==> src/design/dtf_pkg.sv <==
// dtf_pkg: shared constants, types and helpers of the dac toggle/thermal/queue control.
// assumes one 200 MHz clock shared by both ends.
package dtf_pkg;
  // ****************************************
  // channel and word layout
  // ****************************************
  localparam int CH_NUM = 32;
  localparam int GRP_SZ = 8;
  localparam int GRP_NUM = 4;
  localparam int DW = 12;
  localparam int AW = 5;
  localparam logic [AW-1:0] CTRL_ADDR = 5'h0c;
  localparam logic [1:0] SEL_SPECIAL = 2'h0;
  localparam logic [1:0] SEL_B = 2'h2;
  localparam logic [1:0] SEL_A = 2'h3;
  localparam int CR_TOG_LSB = 0;
  localparam int CR_THERM_BIT = 6;
  localparam int CR_PWRUP_BIT = 7;
  localparam logic [DW-1:0] CTRL_RST = 12'h000;
  // ****************************************
  // timing
  // ****************************************
  localparam int CLK_PERIOD_PS = 5000;
  localparam int WR_CYCLE_PS = 40000;
  localparam int WR_GAP_CYC = (WR_CYCLE_PS + CLK_PERIOD_PS - 1) / CLK_PERIOD_PS;
  localparam int QUEUE_APPLY_PS = 11500000;
  localparam int QUEUE_APPLY_CYC = QUEUE_APPLY_PS / CLK_PERIOD_PS;
  // ****************************************
  // controller registers
  // ****************************************
  localparam logic [7:0] OFS_CMD = 8'h00;
  localparam logic [7:0] OFS_LOAD = 8'h04;
  localparam logic [7:0] OFS_STATUS = 8'h08;
  localparam logic [7:0] OFS_IRQ_STAT = 8'h0c;
  localparam logic [7:0] OFS_IRQ_MASK = 8'h10;
  localparam int CMD_DATA_LSB = 0;
  localparam int CMD_ADDR_LSB = 16;
  localparam int CMD_SEL_LSB = 24;
  localparam int ST_BUSY = 0;
  localparam int ST_AMP_PD = 1;
  localparam int ST_WR_READY = 2;
  localparam int IRQ_WR_DONE = 0;
  localparam int IRQ_SHUTDOWN = 1;
  localparam int IRQ_LOAD_DONE = 2;
  localparam int IRQ_W = 3;
  typedef enum logic [1:0] {
    HS_IDLE  = 2'b00,
    HS_DRIVE = 2'b01,
    HS_GAP   = 2'b11
  } dtf_hstate_t;
  typedef enum logic {
    DS_INIT = 1'b0,
    DS_RUN  = 1'b1
  } dtf_dstate_t;
  // group of eight that a channel address belongs to
  function automatic logic [1:0] grp_of(input logic [AW-1:0] addr);
    grp_of = addr[AW-1:3];
  endfunction : grp_of
endpackage : dtf_pkg

==> src/design/dtf_if.sv <==
// dtf_if: parallel write port and load strobe between host controller and dac control.
// assumes both ends run on the same clock; all signals are sampled at its rising edge.
`timescale 1ns/1ps
interface dtf_if;
  logic               wr_stb;
  logic               reg_select_hi;
  logic               reg_select_lo;
  logic [4:0]         channel_addr_field;
  logic [11:0]        wr_data;
  logic               wr_ready;
  logic               load_strobe_n;
  logic               amp_pd;
  modport dev (
    input  wr_stb,
    input  reg_select_hi,
    input  reg_select_lo,
    input  channel_addr_field,
    input  wr_data,
    input  load_strobe_n,
    output wr_ready,
    output amp_pd
  );
  modport host (
    output wr_stb,
    output reg_select_hi,
    output reg_select_lo,
    output channel_addr_field,
    output wr_data,
    output load_strobe_n,
    input  wr_ready,
    input  amp_pd
  );
endinterface : dtf_if

==> src/design/dtf_dev.sv <==
// dtf_dev: dac channel registers, toggle mode, thermal guard and write queue.
// assumes pins synchronous to CLK and a host keeping the write spacing and setup order.
//
// Decided for this implementation: the register addresses and the APB slave port.
`timescale 1ns/1ps
module dtf_dev #(
  parameter int QDEPTH = dtf_pkg::CH_NUM
) (
  input  wire logic                               CLK,
  input  wire logic                               RST_N,
  dtf_if.dev                                      LNK,
  input  wire logic                               QUEUE_EN_PIN,
  input  wire logic                               SERIAL_SEL,
  input  wire logic                               OVERTEMP,
  output logic [dtf_pkg::CH_NUM*dtf_pkg::DW-1:0]  DAC_CODE,
  output logic [dtf_pkg::GRP_NUM-1:0]             TOGGLE_EN,
  output logic                                    THERM_GUARD_EN,
  output logic                                    AMP_PD,
  output logic                                    QUEUE_ACTIVE
);
  import dtf_pkg::*;

  localparam int QW = 2 + AW + DW;
  localparam int PW = $clog2(QDEPTH) + 1;

  if (QDEPTH < 2 || (QDEPTH & (QDEPTH - 1)) != 0 || QDEPTH > QUEUE_APPLY_CYC) begin : g_chk
    $error("QDEPTH must be a power of two, at least 2 and drainable in time");
  end

  // ****************************************
  // state
  // ****************************************
  dtf_dstate_t       st_r;
  logic [DW-1:0]     a_reg_r [CH_NUM];
  logic [DW-1:0]     b_reg_r [CH_NUM];
  logic [DW-1:0]     ctrl_r;
  logic [GRP_NUM-1:0] phase_r;
  logic              ld_prev_r;
  logic              ready_r;
  logic [QW-1:0]     q_mem [QDEPTH];
  logic [PW-1:0]     wp_r;
  logic [PW-1:0]     rp_r;
  logic [PW-1:0]     cnt_nxt;
  logic              push;
  logic              pop;
  logic              app_v;
  logic [1:0]        app_sel;
  logic [AW-1:0]     app_addr;
  logic [DW-1:0]     app_data;
  logic              ctrl_wr;
  logic              strobe;
  logic              pwrup;
  logic [GRP_NUM-1:0] tog;

  assign tog = ctrl_r[CR_TOG_LSB +: GRP_NUM];
  assign strobe = ld_prev_r & ~LNK.load_strobe_n;
  assign push = LNK.wr_stb & ready_r;
  assign pop = QUEUE_ACTIVE && (wp_r != rp_r);
  assign LNK.wr_ready = ready_r;
  assign LNK.amp_pd = AMP_PD;

  // ****************************************
  // initialization and queue capture
  // ****************************************
  always_ff @(posedge CLK) begin
    if (!RST_N) begin
      st_r <= DS_INIT;
      QUEUE_ACTIVE <= 1'b0;
    end else if (st_r == DS_INIT) begin
      st_r <= DS_RUN;
      QUEUE_ACTIVE <= QUEUE_EN_PIN & ~SERIAL_SEL;
    end
  end

  // ****************************************
  // write queue
  // ****************************************
  always_ff @(posedge CLK) begin
    if (push) begin
      q_mem[wp_r[PW-2:0]] <= {LNK.reg_select_hi, LNK.reg_select_lo,
                              LNK.channel_addr_field, LNK.wr_data};
    end
  end

  always_ff @(posedge CLK) begin
    if (!RST_N) begin
      wp_r <= '0;
      rp_r <= '0;
    end else begin
      if (push && QUEUE_ACTIVE) begin
        wp_r <= wp_r + 1'b1;
      end
      // one entry drained per cycle, far inside the group deadline
      if (pop) begin
        rp_r <= rp_r + 1'b1;
      end
    end
  end

  always_comb begin
    cnt_nxt = wp_r - rp_r;
    if (push && QUEUE_ACTIVE) begin
      cnt_nxt = cnt_nxt + 1'b1;
    end
    if (pop) begin
      cnt_nxt = cnt_nxt - 1'b1;
    end
  end

  // ready outside init unless the active queue is full, so the 40 ns spacing is always served
  always_ff @(posedge CLK) begin
    if (!RST_N) begin
      ready_r <= 1'b0;
    end else begin
      ready_r <= (st_r == DS_RUN) &&
                 (!QUEUE_ACTIVE || cnt_nxt < PW'(QDEPTH));
    end
  end

  // ****************************************
  // write decode
  // ****************************************
  always_comb begin
    if (QUEUE_ACTIVE) begin
      app_v = pop;
      {app_sel, app_addr, app_data} = q_mem[rp_r[PW-2:0]];
    end else begin
      app_v = push;
      app_sel = {LNK.reg_select_hi, LNK.reg_select_lo};
      app_addr = LNK.channel_addr_field;
      app_data = LNK.wr_data;
    end
  end

  assign ctrl_wr = app_v && app_sel == SEL_SPECIAL && app_addr == CTRL_ADDR;
  assign pwrup = ctrl_wr & app_data[CR_PWRUP_BIT];

  always_ff @(posedge CLK) begin
    if (!RST_N) begin
      ctrl_r <= CTRL_RST;
    end else if (ctrl_wr) begin
      ctrl_r <= app_data;
      ctrl_r[CR_PWRUP_BIT] <= 1'b0;
    end
  end

  always_ff @(posedge CLK) begin
    if (app_v && app_sel == SEL_A) begin
      a_reg_r[app_addr] <= app_data;
    end
  end

  always_ff @(posedge CLK) begin
    if (app_v && app_sel == SEL_B && tog[grp_of(app_addr)]) begin
      b_reg_r[app_addr] <= app_data;
    end
  end

  // ****************************************
  // load strobe and toggle
  // ****************************************
  always_ff @(posedge CLK) begin
    if (!RST_N) begin
      ld_prev_r <= 1'b1;
    end else begin
      ld_prev_r <= LNK.load_strobe_n;
    end
  end

  // phase 0 means the next strobe shows A
  always_ff @(posedge CLK) begin
    if (!RST_N) begin
      phase_r <= '0;
    end else if (ctrl_wr) begin
      for (int g = 0; g < GRP_NUM; g++) begin
        if (app_data[CR_TOG_LSB + g] != tog[g]) begin
          phase_r[g] <= 1'b0;
        end
      end
    end else if (strobe) begin
      phase_r <= tog & ~phase_r;
    end
  end

  always_ff @(posedge CLK) begin
    if (!RST_N) begin
      DAC_CODE <= '0;
    end else if (strobe) begin
      for (int c = 0; c < CH_NUM; c++) begin
        if (tog[grp_of(AW'(c))] && phase_r[grp_of(AW'(c))]) begin
          DAC_CODE[c*DW +: DW] <= b_reg_r[c];
        end else begin
          DAC_CODE[c*DW +: DW] <= a_reg_r[c];
        end
      end
    end
  end

  // ****************************************
  // thermal guard
  // ****************************************
  always_ff @(posedge CLK) begin
    if (!RST_N) begin
      AMP_PD <= 1'b0;
    end else if (ctrl_r[CR_THERM_BIT] && OVERTEMP) begin
      AMP_PD <= 1'b1;
    end else if (!ctrl_r[CR_THERM_BIT] || (pwrup && !OVERTEMP)) begin
      AMP_PD <= 1'b0;
    end
  end

  always_ff @(posedge CLK) begin
    if (!RST_N) begin
      TOGGLE_EN <= '0;
      THERM_GUARD_EN <= 1'b0;
    end else begin
      TOGGLE_EN <= tog;
      THERM_GUARD_EN <= ctrl_r[CR_THERM_BIT];
    end
  end
endmodule : dtf_dev

==> src/flat_wrapper.sv <==
// flat-port wrapper written by rule: the top's interface ports become plain ports
module dtf_dev_flat import dtf_pkg::*;
#(
  parameter int QDEPTH = dtf_pkg::CH_NUM
)
  (CLK, RST_N, QUEUE_EN_PIN, SERIAL_SEL, OVERTEMP, DAC_CODE, TOGGLE_EN, THERM_GUARD_EN, AMP_PD, QUEUE_ACTIVE, LNK_wr_stb, LNK_reg_select_hi, LNK_reg_select_lo, LNK_channel_addr_field, LNK_wr_data, LNK_load_strobe_n, LNK_wr_ready, LNK_amp_pd);
  dtf_if LNK_i ();
  input  wire logic CLK;
  input  wire logic RST_N;
  input  wire logic QUEUE_EN_PIN;
  input  wire logic SERIAL_SEL;
  input  wire logic OVERTEMP;
  output logic [dtf_pkg::CH_NUM*dtf_pkg::DW-1:0] DAC_CODE;
  output logic [dtf_pkg::GRP_NUM-1:0] TOGGLE_EN;
  output logic THERM_GUARD_EN;
  output logic AMP_PD;
  output logic QUEUE_ACTIVE;
  input wire logic [$bits(LNK_i.wr_stb)-1:0] LNK_wr_stb;
  input wire logic [$bits(LNK_i.reg_select_hi)-1:0] LNK_reg_select_hi;
  input wire logic [$bits(LNK_i.reg_select_lo)-1:0] LNK_reg_select_lo;
  input wire logic [$bits(LNK_i.channel_addr_field)-1:0] LNK_channel_addr_field;
  input wire logic [$bits(LNK_i.wr_data)-1:0] LNK_wr_data;
  input wire logic [$bits(LNK_i.load_strobe_n)-1:0] LNK_load_strobe_n;
  output wire logic [$bits(LNK_i.wr_ready)-1:0] LNK_wr_ready;
  output wire logic [$bits(LNK_i.amp_pd)-1:0] LNK_amp_pd;
  assign LNK_i.wr_stb = LNK_wr_stb;
  assign LNK_i.reg_select_hi = LNK_reg_select_hi;
  assign LNK_i.reg_select_lo = LNK_reg_select_lo;
  assign LNK_i.channel_addr_field = LNK_channel_addr_field;
  assign LNK_i.wr_data = LNK_wr_data;
  assign LNK_i.load_strobe_n = LNK_load_strobe_n;
  assign LNK_wr_ready = LNK_i.wr_ready;
  assign LNK_amp_pd = LNK_i.amp_pd;
  dtf_dev #(.QDEPTH(QDEPTH)) u_core (.CLK(CLK), .RST_N(RST_N), .LNK(LNK_i), .QUEUE_EN_PIN(QUEUE_EN_PIN), .SERIAL_SEL(SERIAL_SEL), .OVERTEMP(OVERTEMP), .DAC_CODE(DAC_CODE), .TOGGLE_EN(TOGGLE_EN), .THERM_GUARD_EN(THERM_GUARD_EN), .AMP_PD(AMP_PD), .QUEUE_ACTIVE(QUEUE_ACTIVE));
endmodule
==> config.mk <==
export PLATFORM = sky130hd
export DESIGN_NAME = dtf_dev_flat
export DESIGN_NICKNAME = d
export VERILOG_FILES = /design/src/design/dtf_pkg.sv /design/src/design/dtf_if.sv /design/src/design/dtf_dev.sv /design/src/flat_wrapper.sv
export SDC_FILE = /design/constraint.sdc
export NUM_CORES = 2
export LEC_CHECK = 0
export BUFFER_PORTS_ARGS = -buffer_cell sky130_fd_sc_hd__clkbuf_2
export CORE_MARGIN = 8
export CORE_UTILIZATION = 50
export DETAILED_ROUTE_END_ITERATION = 7
export GPL_TIMING_DRIVEN = 0
export PLACE_DENSITY = 0.71
export SYNTH_ARGS = -nofsm -noshare
export SYNTH_HDL_FRONTEND = slang
export SYNTH_SLANG_ARGS = --single-unit
==> constraint.sdc <==
create_clock -name CLK -period 5.6 [get_ports CLK]
set_clock_uncertainty 0.1 [all_clocks]
set_input_delay 1.12 -clock CLK [delete_from_list [all_inputs] [get_ports CLK]]
set_output_delay 1.12 -clock CLK [all_outputs]
set_load 0.1 [all_outputs]
Word-level counts from Yosys, hierarchy flattened
Memory sizes are Yosys's and may differ from the RTL's. A register that Yosys moved wholly into a read port is not among the register bits.
Cells that the tools add are included.
{"block": "totals", "wordCells": 128, "mem_bits_rw": 1376, "mem_count": 3, "in_bits": 26, "out_inout_bits": 393, "ff_bits": 417}
{"memory": "u_core.q_mem", "words": 32, "width": 19, "read_ports": 1, "rd_ports_with_merged_regs": 1, "write_ports": 1, "line_no": "dtf_dev.sv:40", "rtl": "logic [QW-1:0] q_mem [QDEPTH];"}
{"memory": "u_core.a_reg_r", "words": 32, "width": 12, "read_ports": 32, "rd_ports_with_merged_regs": 0, "write_ports": 1, "line_no": "dtf_dev.sv:34", "rtl": "logic [DW-1:0] a_reg_r [CH_NUM];"}
{"memory": "u_core.b_reg_r", "words": 32, "width": 12, "read_ports": 32, "rd_ports_with_merged_regs": 0, "write_ports": 1, "line_no": "dtf_dev.sv:35", "rtl": "logic [DW-1:0] b_reg_r [CH_NUM];"}
{"block": "classes", "eq_ne": 12, "order_cmp": 2, "bitwise": 8, "addsub": 5, "n_reduce_logical": 26, "muxes": 57}
{"cell": "2-to-1 mux 12 bit", "n": 33}
{"cell": "adder 6 x 1 -> 6 bit (second input constant)", "n": 3}
{"cell": "2-to-1 mux 1 bit", "n": 15}
{"cell": "2-to-1 mux 5 bit", "n": 3}
{"cell": "logical AND 1 bit", "n": 14}
{"cell": "2-to-1 mux 6 bit", "n": 2}
{"cell": "2-to-1 mux 4 bit", "n": 2}
{"cell": "!= test 2 bit (second input constant)", "n": 4}
{"cell": "AND reduction 2 bit", "n": 4}
{"cell": "less-than comparator 6 bit (second input constant)", "n": 1}
{"cell": "!= test 6 bit", "n": 1}
{"cell": "subtractor 6 x 1 -> 6 bit (second input constant)", "n": 1}
{"cell": "subtractor 6 bit", "n": 1}
{"cell": "== test 5 x 4 -> 1 bit (second input constant)", "n": 1}
{"cell": "AND 1 bit", "n": 4}
{"cell": "AND 4 bit", "n": 1}
{"cell": "== test 2 bit (second input constant)", "n": 2}
{"cell": "!= test 1 bit", "n": 4}
{"cell": "inverter 4 bit", "n": 1}
{"cell": "nonzero test 2 bit", "n": 2}
{"cell": "zero test 1 bit", "n": 3}
{"cell": "less-than comparator 2 x 3 -> 1 bit (second input constant)", "n": 1}
{"cell": "binary-select mux 1 bit (select 2 bit)", "n": 1}
{"cell": "zero test 2 bit", "n": 1}
{"cell": "3 further kinds", "n": 5}

Longest topological paths before layout
{"block": "logic_depth", "ltp_word": 10, "depth_mapped": 13, "depth_no_buf": 12}

Worst setup path after synthesis
OpenSTA, ideal clock, no wires.
{"block": "synth_path", "kind": "register -> register", "from": "register with a tool-made name", "to": "memory u_core.a_reg_r[0][5] (data pin)", "arrival_time_ps": 4150, "slack_ps": 802, "n_path_buf": 6, "synth_period_minus_slack_ps": 4798, "setup_ps": 549, "t_required_ps": 4951, "path_stages_with_launch": 11, "path_cell_list": "dfxtp_1 buf_4 buf_6 buf_4 buf_1 clkbuf_1 clkbuf_1 mux4_2 mux4_2 mux2i_1 a21oi_1"}
{"item": "to (decl)", "line_no": "dtf_dev.sv:34"}

==> results_dict.tcl <==
set metrics [dict create \
    grt_use_total_pct 24.7 \
    critPathMaxFanout 12 \
    die_area_um2 146000 \
    leakage_nw 30.1 \
    clk_pin_slew_worst_paths_ns 0.06 \
    grt_pass1_wl_um 269000 \
    gp_congestion 0.834 \
    powerDensity_nw_per_um2 365 \
    num_rows 134 \
    async_reset_ff_share_pct 0 \
    crit_type "reg -> reg" \
    hold-path-cell-count 1 \
    design.core.area_um2 133000 \
    syn_nets 4307 \
    cts.htree.levels 4 \
    status "finished clean" \
    synth.cell_area_um2 66800 \
    hold-worst-slack_ns 0.332 \
    finalMaxSlewViolations 0 \
    max-vdd-ir-drop_uv 345 \
    finalHoldViolations 0 \
    area_growth_pct 17.9 \
    cts_resized 0 \
    setup.worst_path.end_class "register" \
    yosysMostFrequentCell "edfxtp_1" \
    cts_tree "yes" \
    synth_edf_count 1376 \
    r2r_cells 11 \
    design_power_total_w 0.0287 \
    finalCriticalPeriod_ns 5.54 \
    numClockSinks 1796 \
    cpPeakStageDelay_ns 0.96 \
    drt-met1-wl_um 71600 \
    holdCritPathClass "in -> reg" \
    grt.overflow.total 0 \
    met3WireLength_um 19400 \
    crit_arrival_ns 5.84 \
    finalWirelength_um 186000 \
    crit_chain "clkbuf_1 > clkbuf_1 > nand3b_1 > o22ai_1 > nor4_1 > mux2i_1 > nand2b_1 > clkbuf_1 > or3b_1 > buf_2 > nor2_1" \
    synth_top_area_share_pct 61.9 \
    antenna_left 0 \
    ys.flop_type "edfxtp_1" \
    via_per_inst 6.01 \
    num_io_pins 419 \
    topRoutingLayerUsed "met5" \
    drive_gt1_share_pct 20.6 \
    finalSetupViolations 0 \
    synth_top_cell_by_area "edfxtp_1" \
    cts_buffers 173 \
    synth.avg_cell_area_um2 15.6 \
    firstDrtPassIters 7 \
    drtIter0Drc 4814 \
    grt_max_degree 34 \
    grt_pass1_vias 40232 \
    vias 41293 \
    routed_wire_length_per_instance_um 27.1 \
    fmax_mhz 181 \
    antenna_found_initial 9 \
    slew_headroom_pct 12.2 \
    maxCapViolCount 0 \
    worstPathRequired_ns 5.90 \
    die_h_um 382 \
    ys_ff_latch 1796 \
    start_util_pct 50.2 \
    worst_slew_pin_slew_ns 1.31 \
    yosys-top-cells-area "edfxtp_1 (62%), dfxtp_1 (13%), nand3_1 (5.8%), o211a_1 (5.8%), mux4_2 (5.3%)" \
    netlist_instances 4269 \
    cpMostUsedCell "clkbuf_1" \
    fin_crit_sh_pct 98.9 \
    crit_path_top_delay_cell "nor2_1" \
    cts.path.max_buffers 3 \
    dp_hpwl_um 126000 \
    port_buffers 418 \
    die_w_um 382 \
    clk_latency_ns 0.84 \
    yosysSeqAreaShare_pct 74.4 \
    ctsHoldBuffers 0 \
    cts_setup_buffers 0 \
    cts_root_buffer "clkbuf_16" \
    rsz0062_at_grt "false" \
    yosys_warnings 0 \
    synth_common_cells "edfxtp_1 (1376), nand3_1 (777), dfxtp_1 (420)" \
    startpoint_type "register" \
    wl_met2_um 86400 \
    yosys.cell_types.count 56 \
    nets 4987 \
    drcViolationCount 0 \
]
## power by group
| group | switching, W | total [W] | internal, W |
|---|---|---|---|
| combinational | 0.00218 | 0.00259 | 0.000411 |
| sequential | 0.000147 | 0.0147 | 0.0146 |
| clock | 0.00509 | 0.0114 | 0.00635 |
| total | 0.00741 | 0.0287 | 0.0213 |
## cells in the final DEF (no fill, tap or decap), types with 16 or more instances in the layout
| cell type | synthesis | routed |
|---|---|---|
| and2_1 | 18 | 18 |
| mux2i_1 | 66 | 66 |
| mux4_2 | 156 | 156 |
| nor4_2 | 0 | 32 |
| nand2_1 | 413 | 413 |
| o211a_1 | 384 | 384 |
| buf_16 | 0 | 27 |
| edfxtp_1 | 1376 | 1376 |
| buf_4 | 10 | 45 |
| buf_2 | 21 | 21 |
| clkinv_1 | 0 | 26 |
| a21oi_1 | 33 | 21 |
| nor2_1 | 91 | 59 |
| clkbuf_16 | 0 | 177 |
| clkbuf_1 | 278 | 328 |
| clkinv_2 | 0 | 26 |
| nand3_1 | 777 | 777 |
| buf_1 | 16 | 16 |
| clkbuf_8 | 0 | 17 |
| buf_12 | 0 | 20 |
| clkbuf_2 | 0 | 418 |
| dfxtp_1 | 420 | 420 |
| a22oi_1 | 17 | 17 |
| nor2_4 | 0 | 24 |
## path summary, 6_finish.rpt
path / start / end / slack [ns]
max: register / u_core.a_reg_r[29][8] / 0.06
min: RST_N / u_core.st_r / 0.33
max reg2reg: register / u_core.a_reg_r[29][8] / 0.06
min reg2reg: u_core.st_r / u_core.LNK.wr_ready / 0.35
## state kept, by name (all words and copies together), names as in the netlist, named ones only
register and flops:
u_core.AMP_PD 1, u_core.b_reg_r 384, u_core.ctrl_r 5, u_core.LNK.wr_ready 1, u_core.wp_r 6, u_core.THERM_GUARD_EN 1
u_core.QUEUE_ACTIVE 1, u_core.st_r 1, u_core.a_reg_r 384, u_core.phase_r 4, u_core.rp_r 6, u_core.ld_prev_r 1
u_core.DAC_CODE 384, u_core.TOGGLE_EN 4, u_core.q_mem 608
## kinds of logic (layout without fill, tap and decap cells)
family | Yosys count | after routing | share of synthesized area (%)
DFF | 1796 | 1796 | 74.4
and+or+nand+nor | 1401 | 1401 | 9.91
AOI/OAI and AO/OA | 466 | 466 | 6.61
buffers and inverters | 344 | 1173 | 2.14
muxes | 234 | 234 | 6.45
xor gates and xnor gates | 16 | 16 | 0.210
adders and majority gates | 12 | 12 | 0.236
other | 0 | 5 | 0
## worst max-delay path, delay by kind of cell, from the launching register on
family                 cells  cell delay (ns)
AO/OA/AOI/OAI              1             0.21
buffers and inverters      4             1.68
flip-flops                 1             0.52
multiplexers               1             0.65
AND/OR/NAND/NOR            5             1.96
## area by class of cell
cell class | count | area (µm²)
clock inverter | 80 | 776
multi-input combinational | 2129 | 16200
buffer | 333 | 1390
fill | 9819 | 54200
inverter | 11 | 41.3
antenna | 5 | 12.5
timing repair buffer | 505 | 3570
clock buffer | 244 | 4850
sequential | 1796 | 49700
tap | 1768 | 2210
## routing by layer
layer  vias to the layer above  global-route usage (%)
li1                      17896                       -
met1                     20760                    32.7
met2                      2221                    38.8
met3                       406                    6.22
met4                        10                    10.9
met5                         -                       0
## per-stage QoR
| step | setup slack [ns] | util (%) | setup TNS, ns | cells | area (µm²) |
|---|---|---|---|---|---|
| finish | 0.0608 | 59.2 | 0 | 6871 | 78800 |
| global route | 0.00848 | 59.2 | 0 | 6866 | 78700 |
| CTS | 0.222 | 59.2 | 0 | 6866 | 78700 |
| detailed placement | 0.346 | 55.0 | 0 | 6542 | 73100 |
| global placement | -5.61 | 53.5 | -3454.30 | 6455 | 71100 |
| floorplan | 0.802 | - | 0 | 4269 | 66800 |
(Power assumes the default switching activity.)
